### src/core/ccr_pkg.sv
// Constants, register map and rate helpers for the codec clock and rate control block.
// Functional notes
// Core clock comes from a divider fed by the PLL or the external clock pin.
// Core clock always runs at 256 times the base sampling frequency.
// With the PLL selected (1024x) the divider is forced to divide by four.
// Divider follows input rate: 256x /1, 512x /2, 768x /3, 1024x /4.
// Clock control bit 3 picks the source: 0 external pin (default), 1 PLL.
// Host sets bits 2:1 to the input rate: 00 256x, 01 512x, 10 768x, 11 1024x.
// Clock control bit 0 enables the core clock; reset leaves it disabled.
// Converter, serial port and processing core clocks all derive from the core clock.
// Converters run at a rate set by converter control bits 2:0; the serial port has its own rate field.
// Core frame rate has a four-bit field; serial port rate has a three-bit field.
// Host should set converter, serial port and core rates equal unless compensating.
// Rate codes scale the base rate by 1, 1/6, 1/4, 1/3, 1/2, 1/1.5, 2.
// Host configures the PLL, integer or fractional, through the PLL control register.
// Host writes all six PLL control bytes in one uninterrupted transaction.
// PLL reference clock must lie between 11 MHz and 20 MHz.
// Integer mode multiplies by the integer ratio only, ignoring numerator and denominator.
// Fractional mode multiplies the divided reference by integer plus numerator over denominator.
// Host keeps the PLL output between 41 MHz and 54 MHz.
// Core clock stays off while locking; only clock and PLL registers reachable until ready.
// PLL lock is reported in bit 1 of the PLL control register.
// Source and ratio changes take effect only while the core clock is disabled.
package ccr_pkg;

    // Register subaddresses on the control port.
    localparam logic [15:0] ADDR_CLOCK_CONTROL  = 16'h4000;
    localparam logic [15:0] ADDR_PLL_CONTROL    = 16'h4002;
    localparam logic [15:0] ADDR_CONV_CONTROL   = 16'h4017;
    localparam logic [15:0] ADDR_CORE_FRAME     = 16'h40EB;
    localparam logic [15:0] ADDR_SERIAL_RATE    = 16'h40F8;

    // Clock control fields.
    localparam int          CC_ENABLE_BIT       = 0;
    localparam int          CC_RATE_LSB         = 1;
    localparam int          CC_SOURCE_BIT       = 3;
    localparam logic [3:0]  CC_RESET            = 4'h0;
    localparam logic [2:0]  RATIO_PLL           = 3'h4;

    // PLL control layout, six bytes, byte 0 least significant.
    localparam int          PLL_BYTES           = 6;
    localparam logic [5:0]  PLL_ALL_BYTES       = 6'h3F;
    localparam int          PLL_ENABLE_BIT      = 0;
    localparam int          PLL_LOCK_BIT        = 1;
    localparam int          PLL_FRAC_BIT        = 2;
    localparam int          PLL_INT_LSB         = 3;
    localparam int          PLL_XDIV_LSB        = 7;
    localparam int          PLL_NUM_LSB         = 16;
    localparam int          PLL_DEN_LSB         = 32;
    localparam logic [47:0] PLL_RESET           = 48'h0000_0000_0000;

    // Rate field codes and reset values.
    localparam logic [3:0]  RATE_DIV1           = 4'h0;
    localparam logic [3:0]  RATE_DIV6           = 4'h1;
    localparam logic [3:0]  RATE_DIV4           = 4'h2;
    localparam logic [3:0]  RATE_DIV3           = 4'h3;
    localparam logic [3:0]  RATE_DIV2           = 4'h4;
    localparam logic [3:0]  RATE_DIV1P5         = 4'h5;
    localparam logic [3:0]  RATE_MUL2           = 4'h6;
    localparam int          RATE_CHANNELS       = 3;

    // Frame periods in core clock cycles; one base-rate frame is 256 core clock cycles.
    localparam logic [10:0] PER_DIV1            = 11'h100;
    localparam logic [10:0] PER_DIV6            = 11'h600;
    localparam logic [10:0] PER_DIV4            = 11'h400;
    localparam logic [10:0] PER_DIV3            = 11'h300;
    localparam logic [10:0] PER_DIV2            = 11'h200;
    localparam logic [10:0] PER_DIV1P5          = 11'h180;
    localparam logic [10:0] PER_MUL2            = 11'h080;

    // Maps a rate code to its frame period; reserved codes fall back to the base rate.
    function automatic logic [10:0] ccr_frame_period(input logic [3:0] code);
        logic [10:0] per;
        per = PER_DIV1;
        case (code)
            RATE_DIV6:   per = PER_DIV6;
            RATE_DIV4:   per = PER_DIV4;
            RATE_DIV3:   per = PER_DIV3;
            RATE_DIV2:   per = PER_DIV2;
            RATE_DIV1P5: per = PER_DIV1P5;
            RATE_MUL2:   per = PER_MUL2;
            default:     per = PER_DIV1;
        endcase
        return per;
    endfunction : ccr_frame_period

endpackage : ccr_pkg

### src/core/ccr_core_divider.sv
// Core clock divider: one output tick per ratio source edges.
`timescale 1ns/1ps
`default_nettype none
module ccr_core_divider
(
    // Clock and reset.
    input  wire logic       clk_sys,
    input  wire logic       rst,
    // Source edge stream and settings.
    input  wire logic       src_edge,
    input  wire logic [2:0] ratio,
    input  wire logic       run,
    // Core clock tick.
    output logic            core_tick
);

    logic [2:0] count_reg;
    logic [2:0] count_next;
    logic       tick_reg;
    logic       tick_next;

    // Count source edges; the counter is held clear while stopped so that every
    // restart begins with a full-length first period and no runt tick.
    always_comb
    begin
        count_next = count_reg;
        tick_next  = 1'b0;
        if (!run)
        begin
            count_next = 3'h0;
        end
        else if (src_edge)
        begin
            if (count_reg == ratio - 3'h1)
            begin
                count_next = 3'h0;
                tick_next  = 1'b1;
            end
            else
            begin
                count_next = count_reg + 3'h1;
            end
        end
    end

    // Register the divider state.
    always_ff @(posedge clk_sys or posedge rst)
    begin
        if (rst)
        begin
            count_reg <= 3'h0;
            tick_reg  <= 1'b0;
        end
        else
        begin
            count_reg <= count_next;
            tick_reg  <= tick_next;
        end
    end

    assign core_tick = tick_reg;

endmodule : ccr_core_divider
`default_nettype wire

### src/core/ccr_clock_rate_ctrl.sv
// Codec core clock source selection, gating and sample-rate frame generation.
`timescale 1ns/1ps
`default_nettype none
module ccr_clock_rate_ctrl
(
    // Clock and reset.
    input  wire logic        clk_sys,
    input  wire logic        rst,
    // Clock sources and PLL status from outside this domain.
    input  wire logic        external_clock_pin,
    input  wire logic        pll_clk_out,
    input  wire logic        pll_lock_raw,
    // Register access from the control port.
    input  wire logic [15:0] reg_addr,
    input  wire logic [2:0]  reg_byte_sel,
    input  wire logic        reg_wr,
    input  wire logic        reg_rd,
    input  wire logic [7:0]  reg_wdata,
    input  wire logic        reg_xact,
    output logic [7:0]       reg_rdata,
    output logic             reg_rvalid,
    output logic             reg_refused,
    // PLL configuration toward the analog PLL.
    output logic             pll_enable,
    output logic             pll_frac_mode,
    output logic [3:0]       pll_int_ratio,
    output logic [1:0]       pll_in_div,
    output logic [15:0]      pll_numerator,
    output logic [15:0]      pll_denominator,
    // Core clock and frame ticks.
    output logic             core_clk_tick,
    output logic             core_clk_running,
    output logic             conv_frame_tick,
    output logic             serial_frame_tick,
    output logic             core_frame_tick
);

    // Input synchronisers: bit 0 external pin, bit 1 PLL clock, bit 2 lock.
    logic [2:0] sync_a_reg;
    logic [2:0] sync_b_reg;
    logic [1:0] edge_prev_reg;
    logic [2:0] sync_a_next;
    logic [2:0] sync_b_next;
    logic [1:0] edge_prev_next;
    logic       ext_edge;
    logic       pll_edge;
    logic       lock_s;

    // Register file state.
    logic [3:0]  cc_reg;
    logic [47:0] pll_reg;
    logic [47:0] stage_reg;
    logic [5:0]  seen_reg;
    logic [3:0]  conv_reg;
    logic [3:0]  frame_reg;
    logic [3:0]  serial_reg;
    logic [7:0]  rdata_reg;
    logic        rvalid_reg;
    logic        refused_reg;
    logic [3:0]  cc_next;
    logic [47:0] pll_next;
    logic [47:0] stage_next;
    logic [5:0]  seen_next;
    logic [3:0]  conv_next;
    logic [3:0]  frame_next;
    logic [3:0]  serial_next;
    logic [7:0]  rdata_next;
    logic        rvalid_next;
    logic        refused_next;
    logic        access_open;
    logic        access_ok;
    logic [47:0] pll_view;

    // Active clock configuration.
    logic        act_src_reg;
    logic [2:0]  act_ratio_reg;
    logic        run_reg;
    logic        act_src_next;
    logic [2:0]  act_ratio_next;
    logic        run_next;
    logic [2:0]  div_ratio;
    logic        src_edge;

    // Two flops per input before any logic reads it; the edge flop reads stage two only.
    always_comb
    begin
        sync_a_next    = {pll_lock_raw, pll_clk_out, external_clock_pin};
        sync_b_next    = sync_a_reg;
        edge_prev_next = sync_b_reg[1:0];
    end

    always_ff @(posedge clk_sys or posedge rst)
    begin
        if (rst)
        begin
            sync_a_reg    <= 3'h0;
            sync_b_reg    <= 3'h0;
            edge_prev_reg <= 2'h0;
        end
        else
        begin
            sync_a_reg    <= sync_a_next;
            sync_b_reg    <= sync_b_next;
            edge_prev_reg <= edge_prev_next;
        end
    end

    assign ext_edge = sync_b_reg[0] & ~edge_prev_reg[0];
    assign pll_edge = sync_b_reg[1] & ~edge_prev_reg[1];
    assign lock_s   = sync_b_reg[2];

    // Only clock and PLL control are open until the core clock is enabled and the PLL reports lock.
    assign access_open = cc_reg[ccr_pkg::CC_ENABLE_BIT] & lock_s;
    assign access_ok   = (reg_addr == ccr_pkg::ADDR_CLOCK_CONTROL)
                       | (reg_addr == ccr_pkg::ADDR_PLL_CONTROL) | access_open;

    // Read view of the PLL register with the live lock flag in place.
    always_comb
    begin
        pll_view                        = pll_reg;
        pll_view[ccr_pkg::PLL_LOCK_BIT] = lock_s;
    end

    // Register writes, PLL byte staging and read data.
    always_comb
    begin
        cc_next      = cc_reg;
        pll_next     = pll_reg;
        stage_next   = stage_reg;
        seen_next    = reg_xact ? seen_reg : 6'h00;
        conv_next    = conv_reg;
        frame_next   = frame_reg;
        serial_next  = serial_reg;
        rdata_next   = rdata_reg;
        rvalid_next  = reg_rd;
        refused_next = (reg_wr | reg_rd) & ~access_ok;
        if (reg_wr && access_ok)
        begin
            case (reg_addr)
                ccr_pkg::ADDR_CLOCK_CONTROL: cc_next = reg_wdata[3:0];
                ccr_pkg::ADDR_CONV_CONTROL:  conv_next = {1'b0, reg_wdata[2:0]};
                ccr_pkg::ADDR_CORE_FRAME:    frame_next = reg_wdata[3:0];
                ccr_pkg::ADDR_SERIAL_RATE:   serial_next = {1'b0, reg_wdata[2:0]};
                ccr_pkg::ADDR_PLL_CONTROL:
                begin
                    if (reg_byte_sel < 3'(ccr_pkg::PLL_BYTES))
                    begin
                        stage_next[reg_byte_sel * 8 +: 8] = reg_wdata;
                        seen_next[reg_byte_sel]           = 1'b1;
                    end
                end
                default:
                begin
                    cc_next = cc_reg;
                end
            endcase
        end
        // A partial PLL write never reaches the PLL; all six bytes commit together.
        if (seen_next == ccr_pkg::PLL_ALL_BYTES)
        begin
            pll_next  = stage_next;
            seen_next = 6'h00;
        end
        if (reg_rd)
        begin
            case (reg_addr)
                ccr_pkg::ADDR_CLOCK_CONTROL: rdata_next = {4'h0, cc_reg};
                ccr_pkg::ADDR_CONV_CONTROL:  rdata_next = {4'h0, conv_reg};
                ccr_pkg::ADDR_CORE_FRAME:    rdata_next = {4'h0, frame_reg};
                ccr_pkg::ADDR_SERIAL_RATE:   rdata_next = {4'h0, serial_reg};
                ccr_pkg::ADDR_PLL_CONTROL:
                    rdata_next = (reg_byte_sel < 3'(ccr_pkg::PLL_BYTES))
                               ? pll_view[reg_byte_sel * 8 +: 8] : 8'h00;
                default: rdata_next = 8'h00;
            endcase
            if (!access_ok)
            begin
                rdata_next = 8'h00;
            end
        end
    end

    always_ff @(posedge clk_sys or posedge rst)
    begin
        if (rst)
        begin
            cc_reg      <= ccr_pkg::CC_RESET;
            pll_reg     <= ccr_pkg::PLL_RESET;
            stage_reg   <= ccr_pkg::PLL_RESET;
            seen_reg    <= 6'h00;
            conv_reg    <= ccr_pkg::RATE_DIV1;
            frame_reg   <= ccr_pkg::RATE_DIV1;
            serial_reg  <= ccr_pkg::RATE_DIV1;
            rdata_reg   <= 8'h00;
            rvalid_reg  <= 1'b0;
            refused_reg <= 1'b0;
        end
        else
        begin
            cc_reg      <= cc_next;
            pll_reg     <= pll_next;
            stage_reg   <= stage_next;
            seen_reg    <= seen_next;
            conv_reg    <= conv_next;
            frame_reg   <= frame_next;
            serial_reg  <= serial_next;
            rdata_reg   <= rdata_next;
            rvalid_reg  <= rvalid_next;
            refused_reg <= refused_next;
        end
    end

    // PLL settings; integer mode zeroes the fraction so the PLL cannot use it.
    assign pll_enable      = pll_reg[ccr_pkg::PLL_ENABLE_BIT];
    assign pll_frac_mode   = pll_reg[ccr_pkg::PLL_FRAC_BIT];
    assign pll_int_ratio   = pll_reg[ccr_pkg::PLL_INT_LSB +: 4];
    assign pll_in_div      = pll_reg[ccr_pkg::PLL_XDIV_LSB +: 2];
    assign pll_numerator   = pll_frac_mode ? pll_reg[ccr_pkg::PLL_NUM_LSB +: 16] : 16'h0000;
    assign pll_denominator = pll_frac_mode ? pll_reg[ccr_pkg::PLL_DEN_LSB +: 16] : 16'h0000;

    // Source and ratio are only copied while the clock is gated off, so a change
    // written mid-run waits for the next disable rather than cutting a pulse short.
    always_comb
    begin
        act_src_next   = act_src_reg;
        act_ratio_next = act_ratio_reg;
        if (!run_reg)
        begin
            act_src_next   = cc_reg[ccr_pkg::CC_SOURCE_BIT];
            act_ratio_next = {1'b0, cc_reg[ccr_pkg::CC_RATE_LSB +: 2]} + 3'h1;
        end
        // Enable alone is not enough on the PLL: the clock waits for lock.
        run_next = cc_reg[ccr_pkg::CC_ENABLE_BIT] & (~act_src_next | lock_s);
    end

    always_ff @(posedge clk_sys or posedge rst)
    begin
        if (rst)
        begin
            act_src_reg   <= 1'b0;
            act_ratio_reg <= 3'h1;
            run_reg       <= 1'b0;
        end
        else
        begin
            act_src_reg   <= act_src_next;
            act_ratio_reg <= act_ratio_next;
            run_reg       <= run_next;
        end
    end

    // PLL runs at 1024x, so it always divides by four to land on 256x.
    assign div_ratio = act_src_reg ? ccr_pkg::RATIO_PLL : act_ratio_reg;
    assign src_edge  = act_src_reg ? pll_edge : ext_edge;

    // Every source path lands on the same 256x core rate.
    ccr_core_divider u_div
    (
        .clk_sys   (clk_sys),
        .rst       (rst),
        .src_edge  (src_edge),
        .ratio     (div_ratio),
        .run       (run_reg),
        .core_tick (core_clk_tick)
    );

    assign core_clk_running = run_reg;

    // Frame tick generators, all counted in core clock ticks.
    logic [3:0]  rate_code [ccr_pkg::RATE_CHANNELS];
    logic [2:0]  frame_tick;
    assign rate_code[0] = conv_reg;
    assign rate_code[1] = serial_reg;
    assign rate_code[2] = frame_reg;

    genvar gi;
    generate
        for (gi = 0; gi < ccr_pkg::RATE_CHANNELS; gi++)
        begin : g_rate
            logic [10:0] cnt_reg;
            logic [10:0] cnt_next;
            logic        tick_reg;
            logic        tick_next;

            // A new code applies to the frame in progress; counts run in core ticks.
            always_comb
            begin
                cnt_next  = cnt_reg;
                tick_next = 1'b0;
                if (!run_reg)
                begin
                    cnt_next = 11'h000;
                end
                else if (core_clk_tick)
                begin
                    if (cnt_reg >= ccr_pkg::ccr_frame_period(rate_code[gi]) - 11'h001)
                    begin
                        cnt_next  = 11'h000;
                        tick_next = 1'b1;
                    end
                    else
                    begin
                        cnt_next = cnt_reg + 11'h001;
                    end
                end
            end

            always_ff @(posedge clk_sys or posedge rst)
            begin
                if (rst)
                begin
                    cnt_reg  <= 11'h000;
                    tick_reg <= 1'b0;
                end
                else
                begin
                    cnt_reg  <= cnt_next;
                    tick_reg <= tick_next;
                end
            end

            assign frame_tick[gi] = tick_reg;
        end
    endgenerate

    assign conv_frame_tick   = frame_tick[0];
    assign serial_frame_tick = frame_tick[1];
    assign core_frame_tick   = frame_tick[2];
    assign reg_rdata         = rdata_reg;
    assign reg_rvalid        = rvalid_reg;
    assign reg_refused       = refused_reg;
endmodule : ccr_clock_rate_ctrl
`default_nettype wire

### config.mk
export PLATFORM = sky130hd
export DESIGN_NAME = ccr_clock_rate_ctrl
export DESIGN_NICKNAME = d
export VERILOG_FILES = /design/src/core/ccr_pkg.sv /design/src/core/ccr_core_divider.sv /design/src/core/ccr_clock_rate_ctrl.sv
export SDC_FILE = /design/constraint.sdc
export NUM_CORES = 1
export LEC_CHECK = 0
export ABC_AREA = 0
export BUFFER_PORTS_ARGS = -buffer_cell sky130_fd_sc_hd__buf_2
export CAP_MARGIN = 20
export CORE_MARGIN = 5
export CORE_UTILIZATION = 60
export CTS_CLUSTER_SIZE = 28
export DETAILED_ROUTE_END_ITERATION = 12
export PLACE_DENSITY = 0.81
export SLEW_MARGIN = 25
export SYNTH_ARGS = -nofsm -noshare
export SYNTH_HDL_FRONTEND = slang
export SYNTH_SLANG_ARGS = --single-unit
### constraint.sdc
create_clock -name clk_sys -period 16.2 [get_ports clk_sys]
set_input_delay 1.62 -clock clk_sys [delete_from_list [all_inputs] [get_ports clk_sys]]
set_output_delay 1.62 -clock clk_sys [all_outputs]
set_load 0.02 [all_outputs]
# [Word-level counts from Yosys, hierarchy flattened]
# Index checks and enable logic that the tools add are counted.
[word_totals] register_bits=179 inputBits=35 output_inout_bits=55 elab_cells=142
[classes] n_addsub=10 magnitude_cmp=6 n_eq_ne=27 n_shift=3 mux=52 bitwise=14 reduce_logical=6
[op_table] cell="case mux 11 bit (6 select lines)" count=3
[op_table] cell="2-to-1 mux 11 bit" count=15
[op_table] cell="2-to-1 mux 48 bit" count=3
[op_table] cell="equality test 16 x 15 -> 1 bit, second input constant" count=5
[op_table] cell="bitwise mux 48 bit" count=1
[op_table] cell="variable shift 8 x 34 -> 48 bit, first input constant" count=1
[op_table] cell="indexed part select 48 x 7 -> 8 bit" count=1
[op_table] cell="indexed part select 8 x 34 -> 48 bit" count=1
[op_table] cell="case mux 8 bit (5 select lines)" count=1
[op_table] cell="negator 6 -> 34 bit" count=1
[op_table] cell="adder 11 x 1 -> 11 bit, second input constant" count=3
[op_table] cell=">= comparator 11 bit" count=3
[op_table] cell="subtractor 11 x 1 -> 11 bit, second input constant" count=3
[op_table] cell="2-to-1 mux 16 bit" count=2
[op_table] cell="2-to-1 mux 6 bit" count=5
[op_table] cell="equality test 3 bit, second input constant" count=6
[op_table] cell="2-to-1 mux 8 bit" count=2
[op_table] cell="2-to-1 mux 1 bit" count=15
[op_table] cell="equality test 3 x 2 -> 1 bit, second input constant" count=4
[op_table] cell="equality test 4 x 3 -> 1 bit, second input constant" count=3
[op_table] cell="2-to-1 mux 3 bit" count=4
[op_table] cell="equality test 4 x 2 -> 1 bit, second input constant" count=2
[op_table] cell="AND reduction 2 bit" count=4
[op_table] cell="equality test 3 x 1 -> 1 bit, second input constant" count=2
[op_table] cell="16 further kinds" count=28

# [Depth between registers and ports, before layout]
# Gate-level depths: netlist of the first run.
[logic_depth] word_depth=10 ltp_mapped=11 ltp_nobuf=11

# [By module]
# A second synthesis of the first run with hierarchy kept.
[unflattened] cells_unflattened=753 hier_area_um2=8868.5
[by_module_without_submodules] mod="ccr_clock_rate_ctrl" n_inst=1 cells_each=725 area_per_inst_um2=8574.5 seq_area_each_um2=4330.4
[by_module_without_submodules] mod="ccr_core_divider" n_inst=1 cells_each=28 area_per_inst_um2=294.0 seq_area_each_um2=100.1

# [Worst setup path before layout of the first run]
# No wires, ideal clock.
[synth_path] path_type="input to register" from="input port reg_addr[9]" to="register pll_reg[27]" setup_ps=125 arrival_time_ps=4071 required_ps=16075 slack_ps=12005 cell_stages=7 n_path_buf=2 path_cell_list="or4_4 > or4_4 > buf_6 > buf_2 > nor3_2 > mux2_2 > mux2_2"
[synth_between] elab_cells_between_ends=10 cone_classes="3 x eq/ne; 4 x mux; 2 x bitwise; 1 x reduce/logical"
[synth_lines] item="start: declaration" line_no="ccr_clock_rate_ctrl.sv:14" rtl="input wire logic [15:0] reg_addr,"
[synth_lines] item="equality test 16 x 15 -> 1 bit, on equally long branches" line_no="ccr_clock_rate_ctrl.sv:114, ccr_clock_rate_ctrl.sv:115, ccr_clock_rate_ctrl.sv:139"
[synth_lines] item="bitwise OR 1 bit (2 in a row)" line_no="ccr_clock_rate_ctrl.sv:115" rtl="| (reg_addr == ccr_pkg::ADDR_PLL_CONTROL) | access_open;"
[synth_lines] item="logical AND 1 bit" line_no="ccr_clock_rate_ctrl.sv:137" rtl="if (reg_wr && access_ok)"
[synth_lines] item="2-to-1 mux 48 bit (*)" line_no="ccr_clock_rate_ctrl.sv:137"
[synth_lines] item="via stage_next[27]" line_no="ccr_clock_rate_ctrl.sv:62" rtl="logic [47:0] stage_next;"
[synth_lines] item="end signal: assignment" line_no="ccr_clock_rate_ctrl.sv:188" rtl="pll_reg <= ccr_pkg::PLL_RESET;"
[synth_lines] item="end signal: assignment" line_no="ccr_clock_rate_ctrl.sv:201" rtl="pll_reg <= pll_next;"
[synth_lines] item="end: declaration" line_no="ccr_clock_rate_ctrl.sv:51" rtl="logic [47:0] pll_reg;"
# The timed path passes the listed nets; every way through them passes the cells marked *.
# A chain may end at the register's enable or synchronous reset.

# [Worst setup path after layout of the first run]
[layout_path] from="input port reg_byte_sel[0]" to="register pll_reg[15]"
[layout_between] elab_cells_between_ends=18 cone_classes="1 x add/sub; 3 x order compare; 1 x eq/ne; 2 x shift; 9 x mux; 1 x bitwise; 1 x reduce/logical"
[layout_lines] item="start: declaration" line_no="ccr_clock_rate_ctrl.sv:15" rtl="input wire logic [2:0] reg_byte_sel,"
[layout_lines] item="negator 6 -> 34 bit" line_no="ccr_clock_rate_ctrl.sv:148" rtl="stage_next[reg_byte_sel * 8 +: 8] = reg_wdata;"
[layout_lines] item="indexed part select 8 x 34 -> 48 bit or variable shift 8 x 34 -> 48 bit (tied branches)" line_no="ccr_clock_rate_ctrl.sv:148"
[layout_lines] item="bitwise mux 48 bit" line_no="ccr_clock_rate_ctrl.sv:148"
[layout_lines] item="2-to-1 mux 48 bit (*)" line_no="ccr_clock_rate_ctrl.sv:146" rtl="if (reg_byte_sel < 3'(ccr_pkg::PLL_BYTES))"
[layout_lines] item="2-to-1 mux 48 bit (*)" line_no="ccr_clock_rate_ctrl.sv:139" rtl="case (reg_addr)"
[layout_lines] item="2-to-1 mux 48 bit (*)" line_no="ccr_clock_rate_ctrl.sv:137"
[layout_lines] item="via stage_next[15]" line_no="ccr_clock_rate_ctrl.sv:62"
# Marks and branches as above.

==> impl_metrics.ini, run 1 <==
[sta]
period_share_pct = 28.3
period_needed_ns = 4.58
drv_slew = 0
slew_headroom_pct = 36.2
finalHoldViolCount = 0
rsz0062_at_grt = no
hold_slack_ns = 0.351
setup_viol = 0
tightest_slew_ns = 0.955
clock_skew_ns = 0.00803
clock.fmax_ghz = 0.218
fin_setup_tns_ns = 0

[power]
peakVddDrop_mv = 0.0775
power-per-cell-area_nw_per_um2 = 94.1
power.total_uw = 940
cellLeakagePower_uw = 0.00482

[placement]
portBuffers = 89
place_congestion = 0.912
dp_hpwl_um = 14800

[synthesis]
synthTopCellsByCount = 176 x dfrtp_1, 99 x mux2_2, 57 x nand2_1
synth_top_area_cell = dfrtp_1
syn-instance-count = 770
ys.flop_type = dfrtp_1
synthTopCellsByArea = dfrtp_1 50%, mux2_2 13%, ha_1 3.0%, and2_1 2.6%, nand2_1 2.4%
synth-async-reset-ratio_pct = 100
synth_seq_area_share_pct = 50.3
ys_types = 64
synth_nets = 826
yosysWarnings = 0
synth_area_um2 = 8810
yosys_register_bits = 177
post-synth-top-count-cell = dfrtp_1
avgSynthCellArea_um2 = 11.4
synth_edf_count = 0
synth_top_area_share_pct = 50.0

[run]
drv_cap = 0

[floorplan]
initial_core_util_pct = 60.8
die_h_um = 131
num_io_pins = 90
core-area_um2 = 14500
die_w_um = 131
rows = 44
die-area_um2 = 17200

[setup_path]
worst_setup_path_start_kind = input port
critPathRequiredTime_ns = 16.52
reg2reg_from = frame_reg[2]$_DFFE_PP0P_
crit_arrival_ns = 4.90
path_class = in -> reg
critPathLaunch = reg_byte_sel[0]
worstRegToRegCells = 11
path_max_fanout = 30
cp-end-kind = flip-flop

[routing]
drt_iter0_drc = 538
wl_um = 21200
ant_nets = 0
viasPerCell = 6.13
dr.pass1.iters = 5
route.detailed.drc = 0
wl_per_cell_um = 20.4
vias = 6391

[min_path]
worstHoldPathCells = 0
worstHoldStart = sync_a_reg[1]$_DFF_PP0_
hp-class = reg -> reg

[clock_network]
cts_buffers = 17
hold_buffers = 0
cts_setup_buffers = 0
insertion_delay_ns = 0.43
cts-resized-gates = 0
path_clk_slew_ns = 0.07
cts_buffer_depth = 2
cts_tree = done
cts_sinks = 177
htreeDepth = 4
cts_root_buf = clkbuf_16

[global_route]
grt_pass1_wl_um = 34800
grt_util_all_layers_pct = 24.8
grt_max_degree = 100
antenna_found_initial = 1
grt_overflow = 0
grt_pass1_vias = 6580

[status]
status = complete, no violations

[final_layout]
final_nets = 902
drive_gt1_share_pct = 28.8
area_growth_pct = 13.4
[layout by cell type (no fill, tap or decap), drive strengths merged, types with 7 or more instances in the layout]
master	count
o21ai	24
nand2b	11
nand4	11
nor4	7
a21oi	9
nand2	57
nor2	54
clkbuf	19
a22oi	12
and2	36
xor2	23
mux2	107
a21boi	8
ha	21
nand3	22
buf	92
dfrtp	176
nor2b	13
nor3	9
mux2i	18
xnor2	8
inv	30
[worst paths after layout]
check	end	slack (ns)
setup / recovery	pll_reg[15]$_DFFE_PP0P_	11.62
hold / removal	sync_b_reg[1]$_DFF_PP0_	0.35
setup reg to reg	g_rate[2].cnt_reg[2]$_DFFE_PP0P_	13.55
hold reg to reg	sync_b_reg[1]$_DFF_PP0_	0.35
max in group asynchronous	conv_reg[2]$_DFFE_PP0P_	13.63
min in group asynchronous	pll_reg[47]$_DFFE_PP0P_	1.36
[power breakdown]
group          internal (µW)  switching [µW]
Sequential               445            2.05
Combinational           10.6            27.1
Clock                    278             178
[kinds of logic (layout without fill, tap and decap cells)]
kind of cell / Yosys count / count (layout) / synth area share, %
fa+ha+maj: 21 / 21 / 2.98
compound gates: 89 / 89 / 7.03
buf+inv: 63 / 150 / 3.17
xor+xnor: 31 / 31 / 3.08
other cells: 0 / 1 / 0
flops: 177 / 177 / 50.3
simple gates: 259 / 259 / 16.2
mux: 130 / 130 / 17.3
[metal layers]
| layer | wire length [µm] | global-route usage, % | vias up |
|---|---|---|---|
| li1 | - | - | 2889 |
| met1 | 8830 | 32.2 | 3201 |
| met2 | 10500 | 40.8 | 254 |
| met3 | 1250 | 5.16 | 47 |
| met4 | 629 | 9.93 | 0 |
| met5 | 0 | 0 | - |
[cell type report]
cell class,count,area (µm²)
Fill cell,986,4490
Sequential cell,177,4430
Multi-Input combinational cell,530,4100
Timing Repair Buffer,93,477
Clock buffer,18,439
Tap cell,184,230
Clock inverter,12,205
Inverter,27,106
Antenna cell,1,2.50
[critical path: stages]
cell	delay [ns]
buf_2	0.58
inv_1	0.26
ha_1	0.28
ha_1	0.33
nor2_1	0.47
nor4b_4	0.63
mux2_2	0.41
mux2_1	0.30
[per-stage QoR]
stage / setup slack, ns / utilization, % / instance area (µm²) / instances
after CTS: 11.63 / 68.9 / 9980 / 1040
after floorplan: 9.78 / - / 8810 / 770
final: 11.62 / 69.0 / 9990 / 1042
after detailed placement: 11.19 / 64.5 / 9330 / 1010
after global routing: 11.41 / 69.0 / 9990 / 1042
after global placement: 11.28 / 64.5 / 9330 / 1010
No activity file was read; power rests on OpenSTA's default activity.
==> run 2, diff against run 1 <==
- ABC_AREA: 0 -> 1
- CORE_UTILIZATION: 60 -> 54
- PLACE_DENSITY: 0.81 -> 0.77
- clock period: 16.2 -> 3.9 ns (I/O delays scaled with it)
==> impl_metrics.ini, run 2 <==
[sta]
setup_viol = 0
rsz0062_at_grt = no
hold_slack_ns = 0.0459
tightest_slew_ns = 0.823
finalHoldViolCount = 0
slew_headroom_pct = 44.7
clock_skew_ns = 0.00918
fin_setup_tns_ns = 0
drv_slew = 0
clock.fmax_ghz = 0.338
period_share_pct = 75.8
period_needed_ns = 2.96

[final_layout]
fill_cells = 1549
area_growth_pct = 11.9
drive_gt1_share_pct = 11.2
final_nets = 1382
post-route-util_pct = 61.2
mostFrequentLayoutCell = nand2_1
n_antenna_cell = 0
final_cell_mix = 497 x nand2_1, 175 x dfrtp_1, 102 x inv_1, 99 x nand3_1, 91 x nor2_1

[synthesis]
yosysWarnings = 0
synth_top_area_share_pct = 46.9
synth_edf_count = 0
post-synth-top-count-cell = nand2_1
ys.flop_type = dfrtp_1
synth_nets = 1307
synth_top_area_cell = dfrtp_1
ys_types = 37
synthTopCellsByCount = 497 x nand2_1, 176 x dfrtp_1, 103 x inv_1
synth_area_um2 = 9390
synthTopCellsByArea = dfrtp_1 47%, nand2_1 20%, nand3_1 5.3%, inv_1 4.1%, nor2_1 3.6%
synth_seq_area_share_pct = 47.2
yosys_register_bits = 177
syn-instance-count = 1251
avgSynthCellArea_um2 = 7.50
synth-async-reset-ratio_pct = 100

[setup_path]
path_max_fanout = 14
worstRegToRegCells = 13
reg2reg_from = frame_reg[0]$_DFFE_PP0P_
cp-end-kind = flip-flop
path_class = in -> reg
critPathRequiredTime_ns = 4.22
reg2reg_slack_ns = 1.30
worst_setup_path_start_kind = input port
reg2reg_to = g_rate[2].cnt_reg[8]$_DFFE_PP0P_
crit_arrival_ns = 3.27

[placement]
place_congestion = 0.920
dp_hpwl_um = 18100
portBuffers = 89

[global_route]
grt_util_all_layers_pct = 25.9
antenna_found_initial = 0
grt_pass1_vias = 8264
grt_overflow = 0
grt_max_degree = 54
grt_pass1_wl_um = 41700

[floorplan]
core-area_um2 = 17200
initial_core_util_pct = 54.6
num_io_pins = 90
die_w_um = 142
rows = 48
die_h_um = 142
die-area_um2 = 20100

[clock_network]
cts_root_buf = clkbuf_16
cts_buffers = 17
cts-resized-gates = 0
path_clk_slew_ns = 0.06
cts_tree = done
insertion_delay_ns = 0.45
cts_setup_buffers = 0
hold_buffers = 0
cts_buffer_depth = 2
htreeDepth = 4
cts_sinks = 177

[routing]
dr.pass1.iters = 5
route.detailed.drc = 0
viasPerCell = 5.56
wl_um = 25300
ant_nets = 0
wl_per_cell_um = 16.2
drt_iter0_drc = 825
vias = 8687

[power]
power.total_uw = 3640
p_comb_share_pct = 4.9
power_switching_uw = 893
p_seq_share_pct = 50.7
p_sw_share_pct = 24.6
intPower_uw = 2740
peakVddDrop_mv = 0.322
cellLeakagePower_uw = 0.00570
p_clk_share_pct = 44.4
power-per-cell-area_nw_per_um2 = 346

[min_path]
worstHoldPathCells = 1
worstHoldStart = pll_lock_raw
hold-path-endpoint = sync_a_reg[2]$_DFF_PP0_
hp-class = in -> reg

[status]
status = complete, no violations

[run]
drv_cap = 0
run 2: cell types whose count changed after synthesis, moves of 22 or more:
cell,before,now
mux2_2,99,0
nor2_1,54,91
nand2_1,57,497
nand3_1,22,99
nand4_1,11,33
inv_1,26,103
o21ai_0,23,53
and2_1,36,0
run 2: critical path: stages:
cell and delay (ns):
buf_2 0.11, nor2_1 0.10, nand3_1 0.10, nor2_2 0.39, nand2_1 0.39, nand3_1 0.33
nand2_1 0.32, inv_1 0.52, nand4_1 0.39, nand2_1 0.14, o21ai_0 0.09
run 2: power by group through the flow:
stage	Sequential [µW]	Combinational, µW	Clock (µW)
after detailed placement	1880	177	0
final	1840	179	1610
after global placement	1880	174	0
after CTS	1840	177	1620
after floorplan	1880	101	0
after global routing	1840	198	1690
run 2: through the flow:
stage               setup slack [ns]  instances  area (µm²)
floorplan                       1.24       1251        9390
global placement               0.607       1532        9960
detailed placement             0.552       1532        9960
CTS                             1.02       1562       10500
global route                   0.735       1562       10500
finish                         0.945       1562       10500
run 2: how the worst max path moves through the flow:
stage	startpoint	endpoint	slack [ns]
4_1_cts	reg_addr[13]	frame_reg[1]$_DFFE_PP0P_	1.02
3_3_place_gp	reg_addr[13]	frame_reg[0]$_DFFE_PP0P_	0.61
3_5_place_dp	reg_addr[13]	frame_reg[1]$_DFFE_PP0P_	0.55
5_1_grt	reg_addr[13]	frame_reg[1]$_DFFE_PP0P_	0.73
6_report	reg_addr[13]	frame_reg[0]$_DFFE_PP0P_	0.94
2_1_floorplan	rst	act_ratio_reg[1]$_DFFE_PP0N_	1.24
run 2: layout make-up:
type | instances | area (µm²) | share of cell area (%)
Tap cell | 225 | 282 | 2.68
Clock inverter | 10 | 80.1 | 0.762
Sequential cell | 177 | 4430 | 42.2
Clock buffer | 20 | 467 | 4.44
Timing Repair Buffer | 98 | 513 | 4.88
Inverter | 115 | 435 | 4.14
Multi-Input combinational cell | 917 | 4300 | 40.9
run 2: routing by layer:
metal	global-route usage [%]	up-vias	part of all wire [%]
met5	0	-	0
met4	10.2	0	3.2
met3	5.80	63	8.1
met2	40.8	371	47
met1	34.9	4092	42
li1	-	4161	-
run 2: cells by family after synthesis:
| logic type | count (synthesis) | share of synthesized area [%] |
|---|---|---|
| AO/OA/AOI/OAI | 114 | 6.92 |
| buffers and inverters | 157 | 7.02 |
| flip-flops | 177 | 47.2 |
| adder cells (fa/ha/maj) | 21 | 2.80 |
| AND/OR/NAND/NOR | 765 | 34.5 |
| XOR/XNOR | 17 | 1.59 |
==> run 3, diff against run 2 <==
- CORE_UTILIZATION: 54 -> 60
- PLACE_DENSITY: 0.77 -> 0.81
- clock period: 3.9 -> 3 ns (I/O delays scaled with it)
==> impl_metrics.ini, run 3 (synthesis gave the netlist of run 2 again) <==
[status]
status = complete, no violations

[final_layout]
seq_area_um2 = 4430
drive_gt1_share_pct = 12.2
final_cell_mix = 497 x nand2_1, 176 x dfrtp_1, 102 x inv_1, 99 x nand3_1, 91 x nor2_1
fill_cells = 1246
area_growth_pct = 14.1
n_antenna_cell = 0
mostFrequentLayoutCell = nand2_1
multiInputGateArea_um2 = 4300
final_nets = 1400

[routing]
dr.pass1.iters = 6
wl_met3_um = 2360
wl_per_cell_um = 16.0
drt_iter0_drc = 1021
wl_um = 25000
ant_nets = 0
viasPerCell = 5.61
top_layer = met4
wl_met2_um = 11400
route.detailed.drc = 0
vias = 8797
met1Wirelength_um = 10500

[setup_path]
crit_arrival_ns = 2.92
cp-end-kind = flip-flop
worst_setup_path_start_kind = flip-flop
critPathRequiredTime_ns = 3.30
path_class = reg -> reg
path_max_fanout = 6

[power]
cellLeakagePower_uw = 0.00582
p_clk_share_pct = 45.8
power-per-cell-area_nw_per_um2 = 455
power.total_uw = 4870
p_seq_share_pct = 49.2
p_comb_share_pct = 5.0
p_sw_share_pct = 23.5
power_switching_uw = 1150
intPower_uw = 3720
peakVddDrop_mv = 0.435

[sta]
period_needed_ns = 2.62
setup_viol = 0
finalHoldViolCount = 0
fin_setup_tns_ns = 0
period_share_pct = 87.3
rsz0062_at_grt = no
slew_headroom_pct = 56.4
clock.fmax_ghz = 0.382
tightest_slew_ns = 0.648
drv_slew = 0
layout_setup_ws_ns = 0.380
clock_skew_ns = 0.00706

[global_route]
grt_util_all_layers_pct = 28.2
grt_pass1_wl_um = 40800
antenna_found_initial = 0
grt_pass1_vias = 8202
grt_max_degree = 120
grt_overflow = 0

[clock_network]
cts_sinks = 177
cts_tree = done
htreeDepth = 4
path_clk_slew_ns = 0.07
cts_root_buf = clkbuf_16
cts_buffer_depth = 2
insertion_delay_ns = 0.43
cts_buffers = 17

[placement]
place_congestion = 0.968
place_ws_ns = 0.370
dp_hpwl_um = 17500
portBuffers = 89

[floorplan]
die_h_um = 135
num_io_pins = 90
rows = 45
initial_core_util_pct = 61.5
die-area_um2 = 18200
core-area_um2 = 15300
die_w_um = 135

[min_path]
hp-class = in -> reg

[run]
drv_cap = 0
[run 3: cell count changes in the layout (fill, tap and decap cells not counted), sizes merged]
cell	change
bufinv	+2
dlygate4sd3	+4
clkbuf	-1
clkinv	+1
buf	+14
[run 3: layout make-up]
cell class / count / share of cell area, %
inverters: 115 / 4.07
well taps: 211 / 2.47
clock buffers: 19 / 4.23
flip-flops and latches: 177 / 41.4
multi-input cells: 917 / 40.1
clock inverters: 13 / 1.25
repair buffers: 116 / 6.50
[run 3: through the flow]
stage	hold slack [ns]	instances	util (%)	instance area (µm²)
2_1_floorplan	0.331	1251	-	9390
3_3_place_gp	0.334	1532	66.1	10100
3_5_place_dp	0.336	1532	66.1	10100
4_1_cts	0.0528	1568	70.2	10700
5_1_grt	0.0508	1568	70.2	10700
6_report	0.0660	1568	70.2	10700
[run 3: per-layer routing]
| layer | vias to the layer above | GRT usage, % |
|---|---|---|
| li1 | 4197 | - |
| met1 | 4127 | 39.4 |
| met2 | 413 | 43.6 |
| met3 | 60 | 6.59 |
| met4 | 0 | 9.85 |
| met5 | - | 0 |
[run 3: path summary, 6_finish.rpt]
kind | slack (ns) | start | to | depth (start not counted)
max | 0.38 | frame_reg[0]$_DFFE_PP0P_ | g_rate[2].cnt_reg[6]$_DFFE_PP0P_ | 13
max reg2reg | 0.38 | frame_reg[0]$_DFFE_PP0P_ | g_rate[2].cnt_reg[6]$_DFFE_PP0P_ | 13
min | 0.07 | reg_rd | reg_rvalid$_DFF_PP0_ | 1
max in group asynchronous | 1.88 | rst | g_rate[2].cnt_reg[7]$_DFFE_PP0P_ | 4
min in group asynchronous | 0.51 | rst | sync_a_reg[0]$_DFF_PP0_ | 4
min reg2reg | 0.35 | sync_a_reg[0]$_DFF_PP0_ | sync_b_reg[0]$_DFF_PP0_ | 0
[run 3: power groups by stage]
stage                     Sequential [µW]  Combinational [µW]  Clock [µW]
after floorplan                      2440                 131           0
after global routing                 2390                 272        2370
after global placement               2440                 233           0
after CTS                            2390                 243        2250
after detailed placement             2440                 237           0
final                                2390                 246        2230
[run 3: critical path, stage by stage (launching register included)]
cell      delay, ns
dfrtp_1        0.43
inv_1          0.13
nor2_1         0.08
o21ai_0        0.24
ha_1           0.21
xor2_1         0.14
inv_1          0.06
ha_1           0.26
nand2_1        0.06
nor2_1         0.09
a21boi_0       0.17
nor2_1         0.12
a21oi_1        0.41
nor2_1         0.10
[run 3: what timing repair did]
action	in CTS	in global routing
resized for setup	0	0
setup buffers	0	0
hold endpoints to repair	31	0
endpoints found under the setup margin	0	0
hold buffers	4	0
